<file path="src/brake_seq_pkg.sv">
`default_nettype none
package brake_seq_pkg;

  // Clock and time base
  localparam int unsigned CLK_PERIOD_NS = 100;
  localparam int unsigned MS_NS         = 1_000_000;
  // Cycles in one millisecond, rounded up
  localparam int unsigned MS_CYCLES     = (MS_NS + CLK_PERIOD_NS - 1) / CLK_PERIOD_NS;

  // Field widths
  localparam int unsigned DUR_W = 16;
  localparam int unsigned SPD_W = 16;

  // Reset values
  localparam logic [SPD_W-1:0] RST_SETPOINT = 16'h0000;
  localparam logic [DUR_W-1:0] RST_COUNT    = 16'h0000;

  typedef enum logic [2:0] {
    ST_OFF       = 3'b000,
    ST_RUN_DLY   = 3'b001,
    ST_ON        = 3'b010,
    ST_STOP_RAMP = 3'b011,
    ST_STOP_DLY  = 3'b100,
    ST_AUTO      = 3'b101
  } seq_state_t;

  // Configuration from the drive's parameter store
  typedef struct packed {
    logic [DUR_W-1:0] run_delay_ms;
    logic [DUR_W-1:0] stop_delay_ms;
    logic [DUR_W-1:0] idle_ms;
    logic [SPD_W-1:0] speed_thresh;
    logic             auto_brake_on;
    logic             torque_mode;
  } seq_cfg_t;

  // Status reported to the drive
  typedef struct packed {
    logic drive_enabled;
    logic stage_on;
    logic brake_released;
    logic hold_position;
    logic auto_braked;
    logic run_delay_busy;
  } seq_status_t;

  localparam seq_status_t RST_STATUS = '{default: 1'b0};

endpackage : brake_seq_pkg
`default_nettype wire

</file>
<file path="src/ms_tick_gen.sv">
`default_nettype none
module ms_tick_gen #(
  parameter int unsigned MS_CYCLES = brake_seq_pkg::MS_CYCLES
) (
  input  wire logic clk,
  input  wire logic rst_n,
  output logic      tick
);

  localparam int unsigned CW = $clog2(MS_CYCLES);

  if (MS_CYCLES < 2) begin : g_chk
    $error("ms_tick_gen: MS_CYCLES must be at least 2");
  end

  logic [CW-1:0] cnt_q;
  logic [CW-1:0] cnt_d;
  logic          tick_d;
  logic          tick_q;

  always_comb begin
    tick_d = 1'b0;
    cnt_d  = cnt_q + CW'(1);
    if (cnt_q == CW'(MS_CYCLES - 1)) begin
      cnt_d  = '0;
      tick_d = 1'b1;
    end
  end

  always_ff @(posedge clk or negedge rst_n) begin
    if (!rst_n) begin
      cnt_q  <= '0;
      tick_q <= 1'b0;
    end else begin
      cnt_q  <= cnt_d;
      tick_q <= tick_d;
    end
  end

  assign tick = tick_q;

endmodule : ms_tick_gen
`default_nettype wire

</file>
<file path="src/ms_timer.sv">
`default_nettype none
module ms_timer #(
  parameter int unsigned DUR_W = brake_seq_pkg::DUR_W
) (
  input  wire logic             clk,
  input  wire logic             rst_n,
  input  wire logic             load,
  input  wire logic [DUR_W-1:0] dur,
  input  wire logic             tick,
  output logic                  done
);

  if (DUR_W < 2) begin : g_chk
    $error("ms_timer: DUR_W must be at least 2");
  end

  logic [DUR_W-1:0] cnt_q;
  logic [DUR_W-1:0] cnt_d;
  logic             run_q;
  logic             run_d;
  logic             exp_q;
  logic             exp_d;

  // The tick after the count reaches zero ends it, so the delay is never short
  always_comb begin
    cnt_d = cnt_q;
    run_d = run_q;
    exp_d = exp_q;
    if (load) begin
      cnt_d = dur;
      run_d = 1'b1;
      exp_d = 1'b0;
    end else if (run_q && tick) begin
      if (cnt_q != '0) begin
        cnt_d = cnt_q - DUR_W'(1);
      end else begin
        exp_d = 1'b1;
      end
    end
  end

  always_ff @(posedge clk or negedge rst_n) begin
    if (!rst_n) begin
      cnt_q <= brake_seq_pkg::RST_COUNT;
      run_q <= 1'b0;
      exp_q <= 1'b0;
    end else begin
      cnt_q <= cnt_d;
      run_q <= run_d;
      exp_q <= exp_d;
    end
  end

  assign done = run_q && exp_q && !load;

endmodule : ms_timer
`default_nettype wire

</file>
<file path="src/holding_brake_sequencer.sv">
// Operation
// - One output drives brake, released on enable
// - Run and stop delays are configurable
// - Speed setpoint held zero during run delay
// - Setpoints and starts ignored during run delay
// - Torque mode bypasses both delays
// - Disable: zero speed, brake at standstill, delay
// - Hold position in stop delay, then disable
// - Idle timeout engages brake, stage off
// - Automatic brake only when switched on
// - Drive still reports enabled under automatic brake
// - New positioning start re-enables stage itself
`default_nettype none
module holding_brake_sequencer #(
  parameter int unsigned MS_CYCLES = brake_seq_pkg::MS_CYCLES,
  parameter int unsigned DUR_W     = brake_seq_pkg::DUR_W,
  parameter int unsigned SPD_W     = brake_seq_pkg::SPD_W
) (
  input  wire logic                      clk,
  input  wire logic                      rst_n,
  input  wire logic                      enable_req,
  input  wire brake_seq_pkg::seq_cfg_t   cfg,
  input  wire logic signed [SPD_W-1:0]   speed_act,
  input  wire logic signed [SPD_W-1:0]   speed_set_in,
  input  wire logic signed [SPD_W-1:0]   torque_set_in,
  input  wire logic                      pos_start,
  output logic                           brake_release_q,
  output logic signed [SPD_W-1:0]        speed_set_q,
  output logic signed [SPD_W-1:0]        torque_set_q,
  output logic                           pos_start_q,
  output brake_seq_pkg::seq_status_t     status_q,
  output brake_seq_pkg::seq_state_t      state_q
);

  if (SPD_W != brake_seq_pkg::SPD_W || DUR_W != brake_seq_pkg::DUR_W) begin : g_chk
    $error("holding_brake_sequencer: widths must match the configuration record");
  end

  brake_seq_pkg::seq_state_t   state_d;
  brake_seq_pkg::seq_status_t  status_d;
  logic                        brake_release_d;
  logic signed [SPD_W-1:0]     speed_set_d;
  logic signed [SPD_W-1:0]     torque_set_d;
  logic                        pos_start_d;
  logic                        pend_q;
  logic                        pend_d;

  logic                        ms_tick;
  logic                        dly_load;
  logic [DUR_W-1:0]            dly_dur;
  logic                        dly_done;
  logic                        idle_load;
  logic                        idle_done;

  logic [SPD_W:0]              speed_abs;
  logic                        at_standstill;
  logic                        moving;
  logic                        idle_armed;

  ms_tick_gen #(
    .MS_CYCLES (MS_CYCLES)
  ) u_tick (
    .clk   (clk),
    .rst_n (rst_n),
    .tick  (ms_tick)
  );

  // Shared by run delay and stop delay; they never overlap
  ms_timer #(
    .DUR_W (DUR_W)
  ) u_dly (
    .clk   (clk),
    .rst_n (rst_n),
    .load  (dly_load),
    .dur   (dly_dur),
    .tick  (ms_tick),
    .done  (dly_done)
  );

  ms_timer #(
    .DUR_W (DUR_W)
  ) u_idle (
    .clk   (clk),
    .rst_n (rst_n),
    .load  (idle_load),
    .dur   (cfg.idle_ms),
    .tick  (ms_tick),
    .done  (idle_done)
  );

  // Magnitude one bit wider so the most negative speed cannot wrap
  always_comb begin
    speed_abs = speed_act[SPD_W-1] ? ((SPD_W+1)'(0) - {speed_act[SPD_W-1], speed_act})
                                   : {1'b0, speed_act};
    at_standstill = (speed_abs <= {1'b0, cfg.speed_thresh});
    moving        = !at_standstill || pos_start;
  end

  // Idle timer keeps reloading while it may not count or the motor moves
  always_comb begin
    idle_armed = (state_q == brake_seq_pkg::ST_ON) && cfg.auto_brake_on
                 && !cfg.torque_mode;
    idle_load  = !idle_armed || moving;
  end

  // Sequence control
  always_comb begin
    state_d      = state_q;
    pend_d       = pend_q;
    speed_set_d  = brake_seq_pkg::RST_SETPOINT;
    torque_set_d = brake_seq_pkg::RST_SETPOINT;
    pos_start_d  = 1'b0;
    dly_load     = 1'b0;
    dly_dur      = cfg.run_delay_ms;
    case (state_q)
      brake_seq_pkg::ST_OFF: begin
        pend_d = 1'b0;
        if (enable_req) begin
          if (cfg.torque_mode) begin
            state_d = brake_seq_pkg::ST_ON;
          end else begin
            state_d  = brake_seq_pkg::ST_RUN_DLY;
            dly_load = 1'b1;
            dly_dur  = cfg.run_delay_ms;
          end
        end
      end
      brake_seq_pkg::ST_RUN_DLY: begin
        // Setpoint stays zero; incoming starts are dropped
        speed_set_d = brake_seq_pkg::RST_SETPOINT;
        if (!enable_req) begin
          pend_d  = 1'b0;
          state_d = brake_seq_pkg::ST_STOP_RAMP;
        end else if (dly_done) begin
          state_d     = brake_seq_pkg::ST_ON;
          pos_start_d = pend_q;
          pend_d      = 1'b0;
        end
      end
      brake_seq_pkg::ST_ON: begin
        if (cfg.torque_mode) begin
          torque_set_d = torque_set_in;
        end else begin
          speed_set_d = speed_set_in;
          pos_start_d = pos_start;
        end
        if (!enable_req) begin
          if (cfg.torque_mode) begin
            state_d = brake_seq_pkg::ST_OFF;
          end else begin
            speed_set_d = brake_seq_pkg::RST_SETPOINT;
            pos_start_d = 1'b0;
            state_d     = brake_seq_pkg::ST_STOP_RAMP;
          end
        end else if (idle_armed && idle_done) begin
          speed_set_d = brake_seq_pkg::RST_SETPOINT;
          pos_start_d = 1'b0;
          state_d     = brake_seq_pkg::ST_AUTO;
        end
      end
      brake_seq_pkg::ST_STOP_RAMP: begin
        speed_set_d = brake_seq_pkg::RST_SETPOINT;
        if (cfg.torque_mode) begin
          state_d = brake_seq_pkg::ST_OFF;
        end else if (at_standstill) begin
          state_d  = brake_seq_pkg::ST_STOP_DLY;
          dly_load = 1'b1;
          dly_dur  = cfg.stop_delay_ms;
        end
      end
      brake_seq_pkg::ST_STOP_DLY: begin
        speed_set_d = brake_seq_pkg::RST_SETPOINT;
        if (dly_done) begin
          state_d = brake_seq_pkg::ST_OFF;
        end
      end
      brake_seq_pkg::ST_AUTO: begin
        if (!enable_req) begin
          state_d = brake_seq_pkg::ST_OFF;
        end else if (pos_start) begin
          // Stage back on, start is passed once the brake is open
          state_d  = brake_seq_pkg::ST_RUN_DLY;
          pend_d   = 1'b1;
          dly_load = 1'b1;
          dly_dur  = cfg.run_delay_ms;
        end
      end
      default: begin
        state_d = brake_seq_pkg::ST_OFF;
      end
    endcase
  end

  // Outputs follow the next state so they change with it
  always_comb begin
    status_d        = brake_seq_pkg::RST_STATUS;
    brake_release_d = 1'b0;
    case (state_d)
      brake_seq_pkg::ST_RUN_DLY: begin
        status_d.drive_enabled  = 1'b1;
        status_d.stage_on       = 1'b1;
        status_d.run_delay_busy = 1'b1;
        brake_release_d         = 1'b1;
      end
      brake_seq_pkg::ST_ON: begin
        status_d.drive_enabled = 1'b1;
        status_d.stage_on      = 1'b1;
        brake_release_d        = 1'b1;
      end
      brake_seq_pkg::ST_STOP_RAMP: begin
        status_d.drive_enabled = 1'b1;
        status_d.stage_on      = 1'b1;
        brake_release_d        = 1'b1;
      end
      brake_seq_pkg::ST_STOP_DLY: begin
        status_d.drive_enabled = 1'b1;
        status_d.stage_on      = 1'b1;
        status_d.hold_position = 1'b1;
        brake_release_d        = 1'b0;
      end
      brake_seq_pkg::ST_AUTO: begin
        status_d.drive_enabled = 1'b1;
        status_d.auto_braked   = 1'b1;
        status_d.stage_on      = 1'b0;
        brake_release_d        = 1'b0;
      end
      default: begin
        status_d        = brake_seq_pkg::RST_STATUS;
        brake_release_d = 1'b0;
      end
    endcase
    status_d.brake_released = brake_release_d;
  end

  always_ff @(posedge clk or negedge rst_n) begin
    if (!rst_n) begin
      state_q         <= brake_seq_pkg::ST_OFF;
      pend_q          <= 1'b0;
      brake_release_q <= 1'b0;
      speed_set_q     <= brake_seq_pkg::RST_SETPOINT;
      torque_set_q    <= brake_seq_pkg::RST_SETPOINT;
      pos_start_q     <= 1'b0;
      status_q        <= brake_seq_pkg::RST_STATUS;
    end else begin
      state_q         <= state_d;
      pend_q          <= pend_d;
      brake_release_q <= brake_release_d;
      speed_set_q     <= speed_set_d;
      torque_set_q    <= torque_set_d;
      pos_start_q     <= pos_start_d;
      status_q        <= status_d;
    end
  end

endmodule : holding_brake_sequencer
`default_nettype wire

</file>
<file path="config.mk">
export PLATFORM = sky130hd
export DESIGN_NAME = holding_brake_sequencer
export DESIGN_NICKNAME = d
export VERILOG_FILES = /design/src/brake_seq_pkg.sv /design/src/ms_tick_gen.sv /design/src/ms_timer.sv /design/src/holding_brake_sequencer.sv
export SDC_FILE = /design/constraint.sdc
export NUM_CORES = 1
export LEC_CHECK = 0
export BUFFER_PORTS_ARGS = -buffer_cell sky130_fd_sc_hd__buf_4
export CORE_MARGIN = 1
export CORE_UTILIZATION = 52
export CTS_CLUSTER_DIAMETER = 50
export DETAILED_ROUTE_END_ITERATION = 10
export PLACE_DENSITY = 0.81
export SLEW_MARGIN = 20
export SYNTH_ARGS = -nofsm -noshare
export SYNTH_HDL_FRONTEND = slang
export SYNTH_SLANG_ARGS = --single-unit
</file>
<file path="constraint.sdc">
create_clock -name clk -period 2.9 [get_ports clk]
set_clock_uncertainty 0.15 [all_clocks]
set_input_delay 0.58 -clock clk [delete_from_list [all_inputs] [get_ports clk]]
set_output_delay 0.58 -clock clk [all_outputs]
set_load 0.005 [all_outputs]
</file>
==> out/qor.log, run 1 <==
qor: route.ant_nets 0
qor: finish.drive_above_1_share 43.9%
qor: cts.clk-insertion-delay-late 370 ps
qor: place.portBuffers 160
qor: worst_hold_path.hold_class in -> async
qor: cts.max-clock-path-buffers 2
qor: finish.most-common-layout-cells 196 x sky130_fd_sc_hd__buf_4, 94 x sky130_fd_sc_hd__dfrtp_1, 42 x sky130_fd_sc_hd__nor2_1, 33 x sky130_fd_sc_hd__and3_1, 32 x sky130_fd_sc_hd__xnor2_1
qor: timing.period_minus_slack 3430 ps
qor: global_route.grt_max_degree 54
qor: status.violations_in_the_final_reports setup timing
qor: worst_setup_path.end_kind register
qor: die.ioPinCount 161
qor: die.chipHeight 102 um
qor: die.die_area 10500 um2
qor: place.placed_cells 861
qor: place.place.gp.congestion 0.872
qor: finish.final_area 7710 um2
qor: route.routed_via_density 5.60
qor: cts.cts_buffers 9
qor: synth.synth-edff-count 0
qor: synth.syn_area_per_cell 9.51 um2
qor: route.sum_of_routed_wire_length_over_all_layers 14.7 mm
qor: worst_setup_path.cp-start-kind input pin
qor: finish.areaGrowthSynthToFinish 47.4%
qor: cts.clk_pin_slew_worst_paths 110 ps
qor: route.drt_drc_violations_left 0
qor: die.floorplan.initialDensity 53.5%
qor: worst_setup_path.setup.worst_path.class in -> reg
qor: route.first_pass_iters 5
qor: pwr.share_comb_of_total_power 37.2%
qor: timing.timing.fmax 0.291 GHz
qor: cts.cts_root_buf sky130_fd_sc_hd__clkbuf_8
qor: synth.postSynth.asyncResetShare 100%
qor: worst_setup_path.critical_path_maximum_fanout 6
qor: timing.slew_headroom 36.8%
qor: pwr.share_clk_of_total_power 21.4%
qor: die.placement_rows 36
qor: synth.mappedNetlistArea 5230 um2
qor: timing.number_of_hold_violations_in_the_final_report 0
qor: pwr.powerDensity 516 nW/um2
qor: route.vias 4986
qor: worst_setup_path.worst-endpoint-required 3030 ps
qor: job.max_cap_viol_count 0
qor: finish.final_nets 891
qor: pwr.pwr-share-seq 41.5%
qor: synth.syn-instance-count 550
qor: timing.finalSetupTns -25490 ps
qor: die.placeableCoreArea 9770 um2
qor: pwr.internal-power 2.60 mW
qor: synth.synth_seq_cells 94
qor: timing.report.final.slew_viol_count 0
qor: timing.final_setup_viols 63
qor: route.first_iter_violations 219
qor: global_route.all_layer_global_routing_usage 27.8%
qor: timing.grt_setup_unrepaired yes
qor: pwr.power.static_leakage 3.78 nW
qor: global_route.globalRouteOverflowTotal 0
qor: synth.ys_dominant_reg_cell sky130_fd_sc_hd__dfrtp_1
qor: die.floorplan.die.width 102 um
qor: pwr.netSwitchingPower 1.38 mW
qor: global_route.initial_antenna_violation_count 0
qor: place.placed_area 6880 um2
qor: finish.layout_commonest_cell sky130_fd_sc_hd__buf_4
qor: cts.cts_hold_repair.buffers 0
qor: finish.instances_no_fill 891
qor: timing.max_slew.worst_pin.slew 941 ps
qor: synth.ys_warn_count 0
qor: global_route.grt_pass1_vias 4892
qor: timing.final.setup.worst_slack -531 ps
qor: route.avgRoutedWirePerCell 16.4 um
qor: pwr.power.ir.vdd_worst 462 uV
qor: status.run_status finished with violations
qor: cts.cts_htree_levels 3
qor: finish.fin_util 78.9%
qor: cts.tritoncts done
qor: cts.clock_sink_count 94
qor: global_route.grt_pass1_wl 22.5 mm
qor: place.detailed_place_hpwl 9.85 mm
qor: synth.syn_nets 688
qor: pwr.switching_share 34.6%
qor: finish.antenna_cells 0
qor: timing.final.period_utilization 118%
qor: pwr.total_power 3.98 mW
qor: worst_setup_path.worst-r2r-setup-slack 190 ps
qor: worst_setup_path.worst_ep_arrival_time 3560 ps
qor: synth.synthDistinctLibCells 71
qor: synth.synth-seq-area-share 45.0%
[critical path, cell delays in order]
cell                       delay, ps
sky130_fd_sc_hd__buf_6            90
sky130_fd_sc_hd__or4_4           530
sky130_fd_sc_hd__nand2b_4        170
sky130_fd_sc_hd__o41ai_4         220
sky130_fd_sc_hd__xnor2_1         110
sky130_fd_sc_hd__ha_1            300
sky130_fd_sc_hd__nand2_1          50
sky130_fd_sc_hd__o21a_1          190
sky130_fd_sc_hd__mux2_4          260
sky130_fd_sc_hd__a211o_4         320
sky130_fd_sc_hd__buf_6           140
sky130_fd_sc_hd__a21o_1          180
sky130_fd_sc_hd__and4b_2         260
sky130_fd_sc_hd__and2_4          160
[worst paths after layout]
| check | startpoint | to | cells after the start |
|---|---|---|---|
| worst min-delay path | rst_n | torque_set_q[1]$_DFF_PN0_ | 1 |
| max in group asynchronous | rst_n | speed_set_q[12]$_DFF_PN0_ | 2 |
| worst max register to register | u_dly.cnt_q[0]$_DFFE_PN0P_ | u_dly.cnt_q[15]$_DFFE_PN0P_ | 8 |
| worst min register to register | u_tick.cnt_q[0]$_DFF_PN0_ | u_tick.cnt_q[0]$_DFF_PN0_ | 1 |
| min in group clk | cfg[48] | u_dly.cnt_q[14]$_DFFE_PN0P_ | 3 |
| worst max-delay path | speed_act[3] | status_q[2]$_DFF_PN0_ | 14 |
[per-stage QoR]
step           worst slack, ps  hold WS [ps]
2_1_floorplan             -743           134
3_3_place_gp              -953           317
3_5_place_dp             -1100           345
4_1_cts                   -519          90.9
5_1_grt                   -600           105
6_report                  -531          77.4
[power groups by stage]
stage          sequential, mW  clock, mW  combinational, mW
3_3_place_gp             1.66          0               1.23
2_1_floorplan            1.64          0              0.785
3_5_place_dp             1.67          0               1.28
5_1_grt                  1.68      0.918               1.62
6_report                 1.65      0.850               1.48
4_1_cts                  1.65      0.864               1.37
[synth_stat cells, types with 3 or more instances]
| cell type | instances | area (um2) |
|---|---|---|
| sky130_fd_sc_hd__o41ai_1 | 3 | 26.3 |
| sky130_fd_sc_hd__o21ai_0 | 20 | 100 |
| sky130_fd_sc_hd__a22oi_1 | 6 | 45.0 |
| sky130_fd_sc_hd__a211oi_1 | 4 | 30.0 |
| sky130_fd_sc_hd__nor2b_1 | 6 | 37.5 |
| sky130_fd_sc_hd__mux2i_1 | 4 | 40.0 |
| sky130_fd_sc_hd__nor2_1 | 59 | 221 |
| sky130_fd_sc_hd__a31oi_1 | 5 | 31.3 |
| sky130_fd_sc_hd__dfrtp_1 | 94 | 2350 |
| sky130_fd_sc_hd__clkbuf_1 | 15 | 56.3 |
| sky130_fd_sc_hd__buf_2 | 7 | 35.0 |
| sky130_fd_sc_hd__mux2_2 | 3 | 33.8 |
| sky130_fd_sc_hd__nand2_1 | 38 | 143 |
| sky130_fd_sc_hd__a32oi_1 | 3 | 26.3 |
| sky130_fd_sc_hd__nor3b_1 | 4 | 30.0 |
| sky130_fd_sc_hd__nand2b_1 | 5 | 31.3 |
| sky130_fd_sc_hd__or3_1 | 4 | 25.0 |
| sky130_fd_sc_hd__inv_1 | 25 | 93.8 |
| sky130_fd_sc_hd__a21oi_1 | 27 | 135 |
| sky130_fd_sc_hd__o31ai_1 | 6 | 45.0 |
| sky130_fd_sc_hd__a32o_1 | 3 | 30.0 |
| sky130_fd_sc_hd__nor3_1 | 19 | 95.1 |
| sky130_fd_sc_hd__nor4_1 | 4 | 25.0 |
| sky130_fd_sc_hd__a21o_1 | 7 | 52.6 |
| sky130_fd_sc_hd__xnor2_1 | 33 | 289 |
| sky130_fd_sc_hd__ha_1 | 20 | 250 |
| sky130_fd_sc_hd__and2_1 | 4 | 25.0 |
| sky130_fd_sc_hd__nand3b_1 | 3 | 22.5 |
| sky130_fd_sc_hd__nand4_1 | 6 | 37.5 |
| sky130_fd_sc_hd__xor2_1 | 12 | 105 |
| sky130_fd_sc_hd__and3_1 | 34 | 213 |
| sky130_fd_sc_hd__nand3_1 | 20 | 100 |
[registers in the layout, summed over array words and instances, names as in the netlist]
| name | cells |
|---|---|
| u_idle.run_q | 1 |
| status_q | 6 |
| u_dly.exp_q | 1 |
| u_idle.exp_q | 1 |
| u_tick.tick | 1 |
| u_dly.cnt_q | 16 |
| pos_start_q | 1 |
| pend_q | 1 |
| state_q | 3 |
| u_tick.cnt_q | 14 |
| u_dly.run_q | 1 |
| torque_set_q | 16 |
| speed_set_q | 16 |
| u_idle.cnt_q | 16 |
[repair_timing]
action	CTS	global route
resized for setup	70	53
gates cloned	2	1
endpoints found under the setup margin	63	63
pin swaps	14	12
setup buffers	4	8
[cells by family (layout without fill, tap and decap cells)]
logic type | Yosys count | in the layout | synth area share, %
AO/OA/AOI/OAI | 106 | 106 | 13.9
XOR/XNOR | 45 | 45 | 7.54
adder cells (fa/ha/maj) | 20 | 20 | 4.79
buffers and inverters | 50 | 258 | 3.97
flip-flops | 94 | 94 | 45.0
multiplexers | 7 | 7 | 1.41
AND/OR/NAND/NOR | 228 | 228 | 23.5
[layout make-up]
class                   instances  area (um2)
flip-flops and latches         94        2350
repair buffers                216        1750
fillers                       645        2070
multi-input cells             406        3140
clock buffers                   9         124
well taps                     133         166
inverters                      26         108
clock inverters                 7        66.3
[per-layer routing]
layer	vias to the layer above	track usage [%]	share of wire, %
li1	2363	-	-
met5	-	0	0
met3	34	4.99	4.7
met4	0	10.2	2.2
met1	2424	33.7	40
met2	165	49.5	53
No activity file was read; power rests on OpenSTA's default activity.
==> run 2: changes to the inputs <==
Settings changed: BUFFER_PORTS_ARGS -buffer_cell sky130_fd_sc_hd__buf_4 to default, CORE_UTILIZATION 52 to 64, DONT_BUFFER_PORTS from default to 1, PLACE_DENSITY 0.81 to 0.78.
==> out/qor.log, run 2 (synthesized netlist as in run 1, its figures left out) <==
qor: route.drt_drc_violations_left 0 [unchanged]
qor: die.floorplan.die.width 92.4 um [-9.7%]
qor: cts.tritoncts done
qor: route.first_pass_iters 5 [unchanged]
qor: die.ioPinCount 161 [unchanged]
qor: worst_setup_path.setup.worst_path.class in -> reg
qor: route.sum_of_routed_wire_length_over_all_layers 12.7 mm [-13%]
qor: timing.period_minus_slack 3480 ps [+46.1 ps]
qor: worst_setup_path.worst-endpoint-required 2990 ps [-40 ps]
qor: route.routed_via_density 6.33 [+13%]
qor: global_route.grt_pass1_wl 18.9 mm [-16%]
qor: timing.slew_headroom 45.8% [+9.0 points]
qor: route.vias 4340 [-13%]
qor: pwr.powerDensity 578 nW/um2 [+12%]
qor: die.die_area 8530 um2 [-18%]
qor: cts.cts_buffers 9 [unchanged]
qor: timing.report.final.slew_viol_count 0 [unchanged]
qor: cts.cts_root_buf sky130_fd_sc_hd__clkbuf_8
qor: global_route.grt_max_degree 95 [+76%]
qor: timing.finalSetupTns -22980 ps [+2510 ps]
qor: status.run_status finished with violations
qor: die.placement_rows 32 [-11%]
qor: place.portBuffers 0 [-100%]
qor: cts.clk-insertion-delay-late 370 ps [about the same]
qor: finish.fin_util 82.8% [+3.9 points]
qor: timing.final.setup.worst_slack -577 ps [-46.1 ps]
qor: worst_setup_path.worst_path_largest_cell_delay 530 ps [about the same]
qor: finish.areaGrowthSynthToFinish 23.6%
qor: finish.drive_above_1_share 28.4% [-16 points]
qor: finish.final_area 6460 um2 [-16%]
qor: pwr.total_power 3.74 mW [-6.1%]
qor: cts.clk_pin_slew_worst_paths 110 ps [about the same]
qor: die.chipHeight 92.4 um [-9.7%]
qor: worst_setup_path.critPathSlowestCell sky130_fd_sc_hd__or4_4
qor: place.placed_area 5520 um2 [-20%]
qor: timing.final_setup_viols 63 [unchanged]
qor: cts.cts_htree_levels 3 [unchanged]
qor: cts.max-clock-path-buffers 2 [unchanged]
qor: worst_setup_path.critical_path.cell_chain or4_4 > buf_6 > nor3_1 > nor4bb_1 > ha_1 > nand3_2 > nor2_1 > a21o_1 > nor2b_4 > buf_8 > and2_4 > a2111oi_2 > nor3_1
qor: pwr.power.ir.vdd_worst 475 uV [+2.8%]
qor: worst_setup_path.critical_path_maximum_fanout 7 [+1]
qor: global_route.all_layer_global_routing_usage 28.3% [+0.41 points]
qor: timing.whs -260 ps [-337 ps]
qor: global_route.grt_pass1_vias 4032 [-18%]
qor: route.ant_nets 0 [unchanged]
qor: finish.layout_commonest_cell sky130_fd_sc_hd__dfrtp_1
qor: worst_setup_path.worst_ep_arrival_time 3570 ps [about the same]
qor: status.violations_in_the_final_reports hold timing, setup timing
qor: finish.antenna_cells 0 [unchanged]
qor: die.placeableCoreArea 7810 um2 [-20%]
qor: timing.timing.fmax 0.288 GHz [-1.3%]
qor: route.first_iter_violations 314 [+43%]
qor: global_route.initial_antenna_violation_count 0 [unchanged]
qor: die.floorplan.initialDensity 67.0% [+13 points]
qor: worst_hold_path.hold_class in -> async
qor: global_route.globalRouteOverflowTotal 0 [unchanged]
qor: timing.grt_setup_unrepaired yes
qor: timing.max_slew.worst_pin.slew 807 ps [-134 ps]
qor: pwr.power.static_leakage 2.95 nW [-22%]
qor: finish.most-common-layout-cells 94 x sky130_fd_sc_hd__dfrtp_1, 42 x sky130_fd_sc_hd__nor2_1, 32 x sky130_fd_sc_hd__xnor2_1, 32 x sky130_fd_sc_hd__and3_1, 29 x sky130_fd_sc_hd__nand2_1
qor: worst_setup_path.cp-start-kind input pin
qor: job.max_cap_viol_count 0 [unchanged]
qor: worst_setup_path.timing.critical_path.mode_cell sky130_fd_sc_hd__nor3_1
qor: finish.layout.filler_cells 443 [-31%]
qor: worst_setup_path.end_kind register
qor: cts.clock_sink_count 94 [unchanged]
qor: place.place.gp.congestion 0.861 [-1.2%]
qor: place.detailed_place_hpwl 8.25 mm [-16%]
qor: timing.number_of_hold_violations_in_the_final_report 94 [+94]
qor: timing.final.period_utilization 120% [+1.6 points]
qor: finish.final_nets 717 [-20%]
qor: route.avgRoutedWirePerCell 18.6 um [+13%]
## run 2: cell types whose count changed in the layout (fill, tap and decap cells not counted), sizes merged
cell  delta
buf    -174
## run 2: routing by layer
metal / GRT usage [%] / up-vias / part of all wire (%)
met5: 0 / - / 0
met4: 11.2 / 0 / 2.7
met3: 7.39 / 39 / 7.5
met2: 45.6 / 195 / 49
met1: 36.4 / 2096 / 41
li1: - / 2010 / -
## run 2: final cells by class
class / instances / area (um2) / area share (%)
Clock buffer: 9 / 124 / 1.92
Tap cell: 102 / 128 / 1.98
Multi-Input combinational cell: 406 / 3200 / 49.6
Inverter: 26 / 118 / 1.82
Timing Repair Buffer: 42 / 465 / 7.20
Sequential cell: 94 / 2350 / 36.4
Clock inverter: 7 / 72.6 / 1.12
## run 2: path summary, 6_finish.rpt
path	depth (start not counted)	endpoint	slack (ps)	from
max reg2reg	7	u_dly.cnt_q[13]$_DFFE_PN0P_	250	u_dly.cnt_q[0]$_DFFE_PN0P_
min	0	torque_set_q[0]$_DFF_PN0_	-260	rst_n
max in group asynchronous	0	u_dly.cnt_q[7]$_DFFE_PN0P_	2700	rst_n
min reg2reg	1	u_tick.cnt_q[0]$_DFF_PN0_	340	u_tick.cnt_q[0]$_DFF_PN0_
min in group clk	2	u_dly.cnt_q[10]$_DFFE_PN0P_	170	cfg[44]
max	13	u_dly.cnt_q[13]$_DFFE_PN0P_	-580	speed_act[11]
## run 2: critical path: cells and delay by family
kind,cells,cell delay [ps]
and+or+nand+nor,8,1800
AOI/OAI and AO/OA,2,550
adders and majority gates,1,350
buffers and inverters,2,280
## run 2: stage by stage
| step | worst slack, ps | instances |
|---|---|---|
| final | -577 | 686 |
| after global routing | -649 | 686 |
| after CTS | -392 | 680 |
| after detailed placement | -908 | 654 |
| after global placement | -823 | 654 |
| after floorplan | -743 | 550 |
## run 2: report_power, final
group	internal (mW)	switching, mW	total (mW)	leakage, nW
registers	1.49	0.209	1.70	1.22
clock network	0.338	0.520	0.858	0.0970
logic	0.589	0.589	1.18	1.63
total	2.42	1.32	3.74	2.95
## run 2: timing repair
item	4_1_cts	5_1_grt
resized for setup	63	80
hold endpoints to repair	94	94
gates cloned	2	1
pin swaps	13	22
setup buffers	8	9
endpoints found under the setup margin	63	63
